`src/hw/iip_defines.vh`:
```
// constants for the isolated input port: register offsets, field widths,
// reset values and filter timing.
// assumes byte addressing on a plain register port, one 32-bit word per register.
`ifndef IIP_DEFINES_VH
`define IIP_DEFINES_VH

// ----------------------------------------
// port geometry
// ----------------------------------------
`define IIP_CHANNELS 128
`define IIP_IRQ_SRCS 16
`define IIP_GRP_SIZE 4
`define IIP_GROUPS 4
`define IIP_ADDR_W 6

// ----------------------------------------
// register offsets (byte addresses)
// ----------------------------------------
`define IIP_OFF_DATA0 6'h00
`define IIP_OFF_DATA1 6'h04
`define IIP_OFF_DATA2 6'h08
`define IIP_OFF_DATA3 6'h0C
`define IIP_OFF_FILT 6'h10
`define IIP_OFF_IRQEN 6'h14
`define IIP_OFF_EDGE 6'h18
`define IIP_OFF_STAT 6'h1C
`define IIP_OFF_OVR 6'h20
`define IIP_OFF_GRP 6'h24

// ----------------------------------------
// reset values
// ----------------------------------------
`define IIP_FILT_RST 16'h0000
`define IIP_IRQEN_RST 16'h0000
`define IIP_EDGE_RST 16'h0000
`define IIP_STAT_RST 16'h0000

// ----------------------------------------
// filter timing
// ----------------------------------------
`define IIP_STABLE_SAMPLES 3
`define IIP_FILT_CNT_W 2

`endif

```
`src/hw/iip_filter.v`:
```
// noise and chatter filter for a bank of already synchronised inputs.
// assumes rawIn is in the clk domain; interval comes from a software register.
`timescale 1ns/1ns
`include "iip_defines.vh"

module iip_filter #(
   parameter WIDTH = `IIP_CHANNELS,
   parameter CNT_W = `IIP_FILT_CNT_W
) (
   input wire clk,
   input wire rstn,
   input wire [15:0] interval,
   input wire [WIDTH-1:0] rawIn,
   output wire [WIDTH-1:0] filtOut
);

   // the count is cut to the counter width on purpose
   localparam integer LAST_INT = `IIP_STABLE_SAMPLES - 1;
   localparam [CNT_W-1:0] LAST_CNT = LAST_INT[CNT_W-1:0];

   reg [15:0] preCnt_ff;
   reg [WIDTH-1:0] filt_ff;
   reg [CNT_W-1:0] cnt_ff [0:WIDTH-1];
   wire tick;
   integer i;

   // ----------------------------------------
   // sample prescaler
   // ----------------------------------------
   // one tick every interval cycles; interval zero means bypass
   assign tick = (interval != 16'h0000) && (preCnt_ff >= interval - 16'h0001);

   always @(posedge clk) begin
      if (!rstn) begin
         preCnt_ff <= 16'h0000;
      end else if (tick || interval == 16'h0000) begin
         preCnt_ff <= 16'h0000;
      end else begin
         preCnt_ff <= preCnt_ff + 16'h0001;
      end
   end

   // ----------------------------------------
   // per channel stability counters
   // ----------------------------------------
   // a level must be seen on several ticks in a row; a single glitch restarts it
   always @(posedge clk) begin
      if (!rstn) begin
         filt_ff <= {WIDTH{1'b1}};            // idle pin is high
         for (i = 0; i < WIDTH; i = i + 1) begin
            cnt_ff[i] <= {CNT_W{1'b0}};
         end
      end else if (interval == 16'h0000) begin
         filt_ff <= rawIn;
         for (i = 0; i < WIDTH; i = i + 1) begin
            cnt_ff[i] <= {CNT_W{1'b0}};
         end
      end else if (tick) begin
         for (i = 0; i < WIDTH; i = i + 1) begin
            if (rawIn[i] == filt_ff[i]) begin
               cnt_ff[i] <= {CNT_W{1'b0}};
            end else if (cnt_ff[i] == LAST_CNT) begin
               filt_ff[i] <= rawIn[i];
               cnt_ff[i] <= {CNT_W{1'b0}};
            end else begin
               cnt_ff[i] <= cnt_ff[i] + {{(CNT_W-1){1'b0}}, 1'b1};
            end
         end
      end
   end

   assign filtOut = filt_ff;

endmodule // iip_filter

```
`src/hw/iip_top.v`:
```
// isolated 128-channel input port with filter and edge interrupts.
// assumes a single clk domain, pins asynchronous to it, and a bus master on
// the plain register port that never issues read and write together.
//
// Added by the designer: the register addresses and the plain strobed port.
`timescale 1ns/1ns
`include "iip_defines.vh"

module iip_top #(
   parameter NCH = `IIP_CHANNELS,
   parameter NSRC = `IIP_IRQ_SRCS
) (
   input wire clk,
   input wire rstn,
   input wire [NCH-1:0] inPins,
   input wire [`IIP_ADDR_W-1:0] regAddr,
   input wire [31:0] regWdata,
   input wire regWr,
   input wire regRd,
   output wire [31:0] regRdata,
   output wire irqReq
);

   // ----------------------------------------
   // helpers
   // ----------------------------------------
   // word address match, low two bits ignored
   function hit;
      input [`IIP_ADDR_W-1:0] addr;
      input [`IIP_ADDR_W-1:0] off;
      begin
         hit = (addr[`IIP_ADDR_W-1:2] == off[`IIP_ADDR_W-1:2]);
      end
   endfunction

   // or-reduce one group of four sources
   function groupAny;
      input [NSRC-1:0] vec;
      input integer grp;
      integer k;
      begin
         groupAny = 1'b0;
         for (k = 0; k < `IIP_GRP_SIZE; k = k + 1) begin
            groupAny = groupAny | vec[grp * `IIP_GRP_SIZE + k];
         end
      end
   endfunction

   // ----------------------------------------
   // declarations
   // ----------------------------------------
   reg [NCH-1:0] sync1_ff;
   reg [NCH-1:0] sync2_ff;
   wire [NCH-1:0] filtLevel;
   wire [NCH-1:0] dataBits;

   reg [15:0] filtSet_ff;
   reg [NSRC-1:0] irqEn_ff;
   reg [NSRC-1:0] edgeRise_ff;
   reg [NSRC-1:0] status_ff;
   reg [NSRC-1:0] overrun_ff;
   reg [NSRC-1:0] prevSrc_ff;
   reg [31:0] rdata_ff;
   reg irq_ff;

   reg [NSRC-1:0] nxt_status;
   reg [NSRC-1:0] nxt_overrun;
   reg [31:0] nxt_rdata;
   reg [`IIP_GROUPS-1:0] grpReq;

   wire [NSRC-1:0] srcBits;
   wire [NSRC-1:0] riseEdge;
   wire [NSRC-1:0] fallEdge;
   wire [NSRC-1:0] srcEvent;
   wire [NSRC-1:0] statClr;
   wire [NSRC-1:0] ovrClr;
   wire wrStat;
   wire rdStat;
   wire wrOvr;
   wire [NSRC-1:0] edgeHit;
   wire [NSRC-1:0] pendMasked;
   wire selFilt;
   wire selIrqEn;
   wire selEdge;
   wire selStat;
   wire selOvr;
   wire selGrp;
   reg nxt_irq;
   integer g;

   // ----------------------------------------
   // pin synchroniser
   // ----------------------------------------
   // two stages; only the second stage feeds the filter
   always @(posedge clk) begin
      if (!rstn) begin
         sync1_ff <= {NCH{1'b1}};
         sync2_ff <= {NCH{1'b1}};
      end else begin
         sync1_ff <= inPins;
         sync2_ff <= sync1_ff;
      end
   end

   // ----------------------------------------
   // input filter
   // ----------------------------------------
   // one shared setting for all channels keeps the register map small
   iip_filter #(
      .WIDTH(NCH),
      .CNT_W(`IIP_FILT_CNT_W)
   ) u_filter (
      .clk(clk),
      .rstn(rstn),
      .interval(filtSet_ff),
      .rawIn(sync2_ff),
      .filtOut(filtLevel)
   );

   // negative logic: high pin reads as zero
   assign dataBits = ~filtLevel;

   // ----------------------------------------
   // edge detection on the interrupt channels
   // ----------------------------------------
   // only the low sixteen channels are looked at
   assign srcBits = dataBits[NSRC-1:0];

   always @(posedge clk) begin
      if (!rstn) begin
         prevSrc_ff <= {NSRC{1'b0}};
      end else begin
         prevSrc_ff <= srcBits;
      end
   end

   assign riseEdge = srcBits & ~prevSrc_ff;
   assign fallEdge = ~srcBits & prevSrc_ff;

   // polarity per bit: one selects a rising data bit, zero a falling one
   assign edgeHit = (edgeRise_ff & riseEdge) | (~edgeRise_ff & fallEdge);
   // a disabled channel never sets its flag, so enabling later shows no stale event
   assign srcEvent = irqEn_ff & edgeHit;

   // ----------------------------------------
   // register decode
   // ----------------------------------------
   // one select per control word; all but the group select are shared by the write and read paths
   assign selFilt = hit(regAddr, `IIP_OFF_FILT);
   assign selIrqEn = hit(regAddr, `IIP_OFF_IRQEN);
   assign selEdge = hit(regAddr, `IIP_OFF_EDGE);
   assign selStat = hit(regAddr, `IIP_OFF_STAT);
   assign selOvr = hit(regAddr, `IIP_OFF_OVR);
   assign selGrp = hit(regAddr, `IIP_OFF_GRP);

   // ----------------------------------------
   // status clear sources
   // ----------------------------------------
   assign wrStat = regWr && selStat;
   assign rdStat = regRd && selStat;
   assign wrOvr = regWr && selOvr;

   // a read clears exactly what it returned, so nothing unseen is lost
   assign statClr = (rdStat ? status_ff : {NSRC{1'b0}}) |
                    (wrStat ? regWdata[NSRC-1:0] : {NSRC{1'b0}});
   assign ovrClr = wrOvr ? regWdata[NSRC-1:0] : {NSRC{1'b0}};

   // ----------------------------------------
   // sticky status and overrun
   // ----------------------------------------
   // set wins over clear in the same cycle, so an event beside a read is kept
   always @* begin
      nxt_status = (status_ff & ~statClr) | srcEvent;
   end

   // status flags
   always @(posedge clk) begin
      if (!rstn) begin
         status_ff <= `IIP_STAT_RST;
      end else begin
         status_ff <= nxt_status;
      end
   end

   // a second event on a flag nobody has cleared yet is remembered here
   always @* begin
      nxt_overrun = (overrun_ff & ~ovrClr) | (srcEvent & status_ff & ~statClr);
   end

   // overrun flags, cleared only by writing ones
   always @(posedge clk) begin
      if (!rstn) begin
         overrun_ff <= `IIP_STAT_RST;
      end else begin
         overrun_ff <= nxt_overrun;
      end
   end

   // ----------------------------------------
   // control registers
   // ----------------------------------------
   // filter interval; zero keeps every channel in bypass
   always @(posedge clk) begin
      if (!rstn) begin
         filtSet_ff <= `IIP_FILT_RST;
      end else if (regWr && selFilt) begin
         filtSet_ff <= regWdata[15:0];
      end
   end

   // per channel interrupt enables
   always @(posedge clk) begin
      if (!rstn) begin
         irqEn_ff <= `IIP_IRQEN_RST;
      end else if (regWr && selIrqEn) begin
         irqEn_ff <= regWdata[NSRC-1:0];
      end
   end

   // per channel edge polarity
   always @(posedge clk) begin
      if (!rstn) begin
         edgeRise_ff <= `IIP_EDGE_RST;
      end else if (regWr && selEdge) begin
         edgeRise_ff <= regWdata[NSRC-1:0];
      end
   end

   // ----------------------------------------
   // interrupt merge
   // ----------------------------------------
   // clearing an enable also hides a flag that is already pending
   assign pendMasked = status_ff & irqEn_ff;

   // groups of four, then one request
   always @* begin
      for (g = 0; g < `IIP_GROUPS; g = g + 1) begin
         grpReq[g] = groupAny(pendMasked, g);
      end
   end

   // one level request for the whole port
   always @* begin
      nxt_irq = |grpReq;
   end

   always @(posedge clk) begin
      if (!rstn) begin
         irq_ff <= 1'b0;
      end else begin
         irq_ff <= nxt_irq;
      end
   end

   // active high; the bus pad drives the low-active request line
   assign irqReq = irq_ff;

   // ----------------------------------------
   // register read path
   // ----------------------------------------
   // data one cycle after the strobe, zero otherwise and for unmapped words
   always @* begin
      nxt_rdata = 32'h00000000;
      if (regRd) begin
         if (hit(regAddr, `IIP_OFF_DATA0)) begin
            nxt_rdata = dataBits[31:0];
         end else if (hit(regAddr, `IIP_OFF_DATA1)) begin
            nxt_rdata = dataBits[63:32];
         end else if (hit(regAddr, `IIP_OFF_DATA2)) begin
            nxt_rdata = dataBits[95:64];
         end else if (hit(regAddr, `IIP_OFF_DATA3)) begin
            nxt_rdata = dataBits[127:96];
         end else if (selFilt) begin
            nxt_rdata = {16'h0000, filtSet_ff};
         end else if (selIrqEn) begin
            nxt_rdata = {16'h0000, irqEn_ff};
         end else if (selEdge) begin
            nxt_rdata = {16'h0000, edgeRise_ff};
         end else if (selStat) begin
            nxt_rdata = {16'h0000, status_ff};
         end else if (selOvr) begin
            nxt_rdata = {16'h0000, overrun_ff};
         end else if (selGrp) begin
            nxt_rdata = {28'h0000000, grpReq};
         end
      end
   end

   // 32-bit word per access; never stalls the master
   always @(posedge clk) begin
      if (!rstn) begin
         rdata_ff <= 32'h00000000;
      end else begin
         rdata_ff <= nxt_rdata;
      end
   end

   assign regRdata = rdata_ff;

endmodule // iip_top

```
`config.mk`:
```
export PLATFORM = sky130hd
export DESIGN_NAME = iip_top
export DESIGN_NICKNAME = d
export VERILOG_FILES = /design/src/hw/iip_filter.v /design/src/hw/iip_top.v
export VERILOG_INCLUDE_DIRS = /design/src /design/src/hw
export SDC_FILE = /design/constraint.sdc
export NUM_CORES = 2
export LEC_CHECK = 0
export BUFFER_PORTS_ARGS = -buffer_cell sky130_fd_sc_hd__buf_2
export CAP_MARGIN = 10
export CELL_PAD_IN_SITES_DETAIL_PLACEMENT = 2
export CELL_PAD_IN_SITES_GLOBAL_PLACEMENT = 2
export CORE_MARGIN = 5
export CORE_UTILIZATION = 40
export CTS_CLUSTER_DIAMETER = 80
export DETAILED_ROUTE_END_ITERATION = 16
export PLACE_DENSITY_LB_ADDON = 0.25
export SLEW_MARGIN = 10
export SYNTH_ARGS = -nofsm -noshare
export SYNTH_HDL_FRONTEND = slang
export SYNTH_HIERARCHICAL = 1
export SYNTH_SLANG_ARGS = --single-unit
```
`constraint.sdc`:
```
create_clock -name clk -period 10.1 [get_ports clk]
set_input_delay 3.03 -clock clk [delete_from_list [all_inputs] [get_ports clk]]
set_output_delay 3.03 -clock clk [all_outputs]
set_load 0.02 [all_outputs]
```
# Yosys cells after proc, flatten, opt, wreduce, memory -nomap -nowiden
# Memory sizes are Yosys's and may differ from the RTL's.
# Cells that the tools add are included.
dict set report totals {
  register_bits 529
  latch_bits 0
  mem_bits_rw 256
  romBits 0
  in_bits 170
  out_inout_bits 33
  n_memories 1
}
dict set report classes {
  n_addsub 130
  n_mul 0
  n_div 0
  magnitude_cmp 1
  eq_ne 393
  shifts 0
  muxes 2963
  bitwise_logic 545
  reduce_logical 271
}
# memory words width rd rd_ports_with_merged_regs wr line
set mem_list {}
lappend mem_list {u_filter.cnt_ff 128 2 128 0 128 iip_filter.v:23} ;# reg [CNT_W-1:0] cnt_ff [0:WIDTH-1];
# operator count
set op_table {}
lappend op_table {{$mux W1} 2436}
lappend op_table {{$mux W2} 512}
lappend op_table {{$or A1 B1 Y1} 524}
lappend op_table {{$reduce_and A3 Y1} 128}
lappend op_table {{$reduce_bool A2 Y1} 129}
lappend op_table {{$add A2 B1 Y2 const B} 128}
lappend op_table {{$eq A2 B2 Y1 const B} 128}
lappend op_table {{$mux W128} 2}
lappend op_table {{$ne A2 B1 Y1 const B} 128}
lappend op_table {{$and A16 B16 Y16} 10}
lappend op_table {{$eq A1 B1 Y1} 128}
lappend op_table {{$mux W16} 8}
lappend op_table {{$mux W32} 4}
lappend op_table {{$not A128 Y128} 1}
lappend op_table {{$not A16 Y16} 5}
lappend op_table {{$or A16 B16 Y16} 4}
lappend op_table {{$add A16 B1 Y16 const B} 1}
lappend op_table {{$eq A4 B3 Y1 const B} 4}
lappend op_table {{$ge A16 B16 Y1} 1}
lappend op_table {{$logic_not A16 Y1} 1}
lappend op_table {{$reduce_bool A16 Y1} 1}
lappend op_table {{$sub A16 B1 Y16 const B} 1}
lappend op_table {{$eq A4 B2 Y1 const B} 2}
lappend op_table {{$eq A4 B4 Y1 const B} 2}
lappend op_table {{9 further kinds} 15}

# Depth between registers and ports, before layout
dict set report logic_depth {
  ltp_word 14
  ltp_mapped 15
  ltp_nobuf 12
}

# By module
# The synthesis kept the hierarchy.
# module instances cells_each area_each_um2 seq_area_each_um2
set by_module_without_submodules {}
lappend by_module_without_submodules {iip_filter 1 1970 20786.2 10570.1}
lappend by_module_without_submodules {iip_top 1 1366 13329.0 7707.4}

# Worst setup path after synthesis
# Ideal clock, no wire load.
dict set report synth_path {
  path_type {input to register}
  start {input port regAddr[2]}
  end {register overrun_ff[10]}
  arrival_ps 4134
  required_ps 9985
  setup_slack_ps 5852
  stages 7
  path_buffers 2
  cell_sequence {nor4b_4 and2_1 buf_2 buf_2 nand2_1 o2bb2ai_1 and2_1}
}
dict set report synth_via {
  elab_chain_len 7
  elab_cells_between_ends 14
  cone_classes {2 x eq/ne; 3 x mux; 6 x bitwise; 3 x reduce/logical}
}
# item line
set synth_lines {}
lappend synth_lines {{from (decl)} iip_top.v:16} ;# input wire [`IIP_ADDR_W-1:0] regAddr,
lappend synth_lines {{$eq A4 B3 Y1} iip_top.v:32} ;# hit = (addr[`IIP_ADDR_W-1:2] == off[`IIP_ADDR_W-1:2]);
lappend synth_lines {{$logic_and A1 B1 Y1, on equally long branches} {iip_top.v:160, iip_top.v:159}}
lappend synth_lines {{$mux W16, on equally long branches} {iip_top.v:164, iip_top.v:165}}
lappend synth_lines {{$or A16 B16 Y16} iip_top.v:164} ;# assign statClr = (rdStat ? status_ff : {NSRC{1'b0}}) |
lappend synth_lines {{$not A16 Y16} iip_top.v:187} ;# nxt_overrun = (overrun_ff & ~ovrClr) | (srcEvent & status_ff & ~statClr);
lappend synth_lines {{$and A16 B16 Y16} iip_top.v:187}
lappend synth_lines {{$or A16 B16 Y16 (*)} iip_top.v:187}
lappend synth_lines {{to (signal assigned)} iip_top.v:193} ;# overrun_ff <= `IIP_STAT_RST;
lappend synth_lines {{to (signal assigned)} iip_top.v:195} ;# overrun_ff <= nxt_overrun;
lappend synth_lines {{to (decl)} iip_top.v:61} ;# reg [NSRC-1:0] overrun_ff;
# Every way passes the cells marked *; elsewhere a longest branch is shown, timed or not.
# A chain may end at the register's enable or synchronous reset.

# Final worst setup path
dict set report layout_path {
  start {input port regAddr[4]}
  end {register overrun_ff[9]}
}
# The elaborated chain is that of the path after synthesis.

==> key figures <==
Floorplanning
  • Initial Util: 0.402
  • Die width: 302 um
  • Die ar.: slightly above 90000 um^2
  • # rows: 107
  • I/O pins: a little over 200
  • Die Span Y: approximately 300 um
  • Core ar.: between 80000 and 90000 um^2

GRT
  • GRT Overall Usage: 0.243
  • Met2 GRT Util: 0.453
  • Met1 global-route usage: 0.286
  • Met3 GRT Util: 0.0289
  • Remaining global-route overflow: 0
  • GRT busiest layer: met2
  • Antenna violations before repair: 4
  • Number of global-route vias before repair: about 30000
  • First-pass GRT wire length: between 150 and 200 mm
  • Largest net degree at the start of global routing: approximately 200

Setup path
  • Worst path cell trace: buf_2 -> and2b_1 -> nand4_1 -> o211ai_1 -> o2bb2ai_1 -> and2_1
  • Reg2reg setup slack: around 4.9 ns
  • Reg-to-Reg End: u_filter/filtOut[3]
  • CP bufs+invs: 1
  • Crit-path slowest cell: nand4_1
  • CP Launch Type: input pin
  • Crit-path max FO: 23
  • R2r worst-path depth: 12
  • Worst r2r src: filtSet_ff[2]
  • CP Capture Type: flip-flop
  • CP peak stage delay: ~1.1 ns
  • Crit path DAT: 6.45 ns
  • Critical Path End: overrun_ff[9]
  • CP Depth: 6
  • CP Launch Point: regAddr[4]
  • CP top delay family: simple AND/OR/NAND/NOR gates
  • CP Class: in -> reg
  • Required @ worst endpoint: ~11 ns

Finish
  • Most common cell after layout, fill and taps aside: dfxtp_1
  • Post-layout nets: between 3000 and 4000
  • Most frequent cells in the layout: dfxtp_1, nand2b_1, nor4_1
  • Fillers: about 8900
  • Synth-to-layout area growth: 13.3%
  • Fraction of layout cells with a size suffix above 1: 0.106

Clock tree
  • Clock latency on the worst-skew pair: approximately 0.65 ns
  • Cts bufs inserted: about 90
  • Htree depth: 3
  • Clk sinks: ~790
  • CTS tree: built
  • PostCTS Resize Cnt: 0
  • Hold Buf Count CTS: 0
  • CTS max path bufs: 3
  • Clock transition at path regs: 0.06 ns
  • Root Driver: clkbuf_16
  • Post-CTS Repair Setup Buffers: 0

Synth
  • Mapped Area: ~34000 um^2
  • Syn Nets: 3653
  • Register area share after synthesis: 0.536
  • Synth Flop Type: dfxtp_1
  • Number of synthesis warnings: 6
  • Post-synth EDFFs: between 200 and 300
  • Asr flop ratio synth: 0
  • Post-Syn Instances: 3336
  • Syn Area/Cell: approximately 10 um^2
  • Synth Register Bits: between 700 and 800
  • Netlist cell types: ~60

Pwr
  • Power density cells: between 200 and 250 nW/um^2
  • Flop pwr share: 0.468
  • Pwr Total: between 7 and 8 mW
  • Clk pwr share: 0.416
  • Switching part of the total power: 0.271
  • Combinational share of power: 0.116
  • P_int: between 5 and 6 mW
  • Maximum vdd drop: 0.146 mV
  • Leakage: 14.5 nW
  • Sw power: 2.11 mW

STA
  • Worst slew pin tran: around 1.2 ns
  • Period Utilization, post-route: 0.587
  • Setup TNS: 0 ns
  • Final Max Slew Viols: 0
  • Clock Skew: a little under 0.03 ns
  • PnR worst setup slack: approximately 4.2 ns
  • Min cycle time layout: just under 6 ns
  • Final setup violation count: 0
  • Final hold viol count: 0
  • RSZ-0062 raised after global routing: false
  • Slew margin rel.: 0.195
  • Max Fclk: around 170 MHz

Detailed routing
  • Total wire length: approximately 110 mm
  • Drc violations: 0
  • Avg WL per Cell: 24.5 um
  • Via-to-Cell Ratio: around 5.7
  • Drt first pass iters: 5
  • Detailed-route via count: ~27000
  • Final ANT Viol Nets: 0
  • DR iter-0 viols: 1540

Worst hold path
  • Hold WC Path Type: reg -> reg

Outcome
  • Status: completed

Place
  • Buffers on Ports: between 150 and 200
  • Dpl ws: roughly 3.6 ns
  • Gpl congestion: roughly 0.85
  • HPWL after DPL: ~73 mm

Run
  • Max cap viols: 0
-- layer usage --
metal	vias to the layer above	part of all wire
li1	12200	-
met1	13700	0.41
met2	526	0.52
met3	185	0.034
met4	0	0.034
met5	-	0
-- state kept, by name, summed over array words and instances, names as in the netlist, 32 cells and up --
name	flops
u_filter/cnt_ff	256
sync1_ff	128
sync2_ff	128
u_filter/filtOut	128
regRdata	32
-- final cells by class --
cell class | instances | area (um^2) | area share
sequential | 785 | 18300 | 0.473
multi-input combinational | 2164 | 14300 | 0.369
clock buffer | 125 | 2540 | 0.0656
tap | 1144 | 1430 | 0.0370
timing repair buffer | 213 | 1190 | 0.0307
inverter | 155 | 584 | 0.0151
clock inverter | 40 | 377 | 0.00974
antenna | 2 | 5.00 | 0.000129
-- power groups by stage --
stage	Sequential (mW)	Combinational (mW)	Clock [mW]
floorplan	3.64	0.632	0
global placement	3.70	0.798	0
detailed placement	3.72	0.889	0
CTS	3.65	0.907	3.32
global route	3.67	0.994	3.45
finish	3.65	0.907	3.25
-- worst min-delay path by stage --
stage | start | endpoint | slack, ns | cells after the start
6_report | sync1_ff[111] | sync2_ff[111] | 0.41 | 1
5_1_grt | sync1_ff[119] | sync2_ff[119] | 0.43 | 1
4_1_cts | sync1_ff[111] | sync2_ff[111] | 0.41 | 1
3_5_place_dp | sync1_ff[81] | sync2_ff[81] | 0.40 | 1
3_3_place_gp | sync1_ff[7] | sync2_ff[7] | 0.39 | 1
2_1_floorplan | sync1_ff[0] | sync2_ff[0] | 0.39 | 1
-- Yosys cell counts (3+ instances only) --
cell type | count | area, um^2
a211o_1 | 128 | 1120
a21boi_0 | 55 | 413
a21boi_1 | 9 | 67.6
a21o_1 | 61 | 458
a21oi_1 | 242 | 1210
a221o_1 | 3 | 30.0
a221oi_1 | 10 | 87.6
a22oi_1 | 15 | 113
a31oi_1 | 9 | 56.3
a32o_1 | 3 | 30.0
a32oi_1 | 14 | 123
and2_1 | 18 | 113
and2b_1 | 3 | 22.5
and3_1 | 9 | 56.3
buf_1 | 5 | 18.8
buf_2 | 81 | 405
buf_4 | 3 | 22.5
buf_6 | 5 | 56.3
clkbuf_1 | 138 | 518
dfxtp_1 | 529 | 10600
edfxtp_1 | 256 | 7690
ha_1 | 147 | 1840
inv_1 | 154 | 578
mux2_2 | 5 | 56.3
mux2i_1 | 5 | 50.1
nand2_1 | 230 | 863
nand2b_1 | 263 | 1650
nand3_1 | 151 | 756
nand4_1 | 6 | 37.5
nor2_1 | 100 | 375
nor2b_1 | 22 | 138
nor3_1 | 6 | 30.0
nor3b_1 | 16 | 120
nor4_1 | 260 | 1630
o211ai_1 | 18 | 135
o21a_1 | 6 | 45.0
o21ai_0 | 107 | 536
o21bai_1 | 7 | 52.6
o22ai_1 | 33 | 206
o2bb2ai_1 | 21 | 184
o31ai_1 | 4 | 30.0
xnor2_1 | 146 | 1280
xor2_1 | 10 | 87.6
-- cells by family after synthesis --
kind of cell	share of synthesized area
AND/OR/NAND/NOR	0.175
flip-flops	0.536
AO/OA/AOI/OAI	0.145
buffers and inverters	0.0470
XOR/XNOR	0.0400
adder cells (fa/ha/maj)	0.0539
multiplexers	0.00312
-- stage by stage --
step	utilization	hold slack (ns)	instances	instance area (um^2)
2_1_floorplan	-	0.386	3336	34100
3_3_place_gp	0.421	0.389	4461	35700
3_5_place_dp	0.421	0.397	4461	35700
4_1_cts	0.455	0.411	4626	38700
5_1_grt	0.456	0.427	4627	38700
6_report	0.456	0.407	4628	38700
Note: power is estimated with default switching activity, not from simulation.
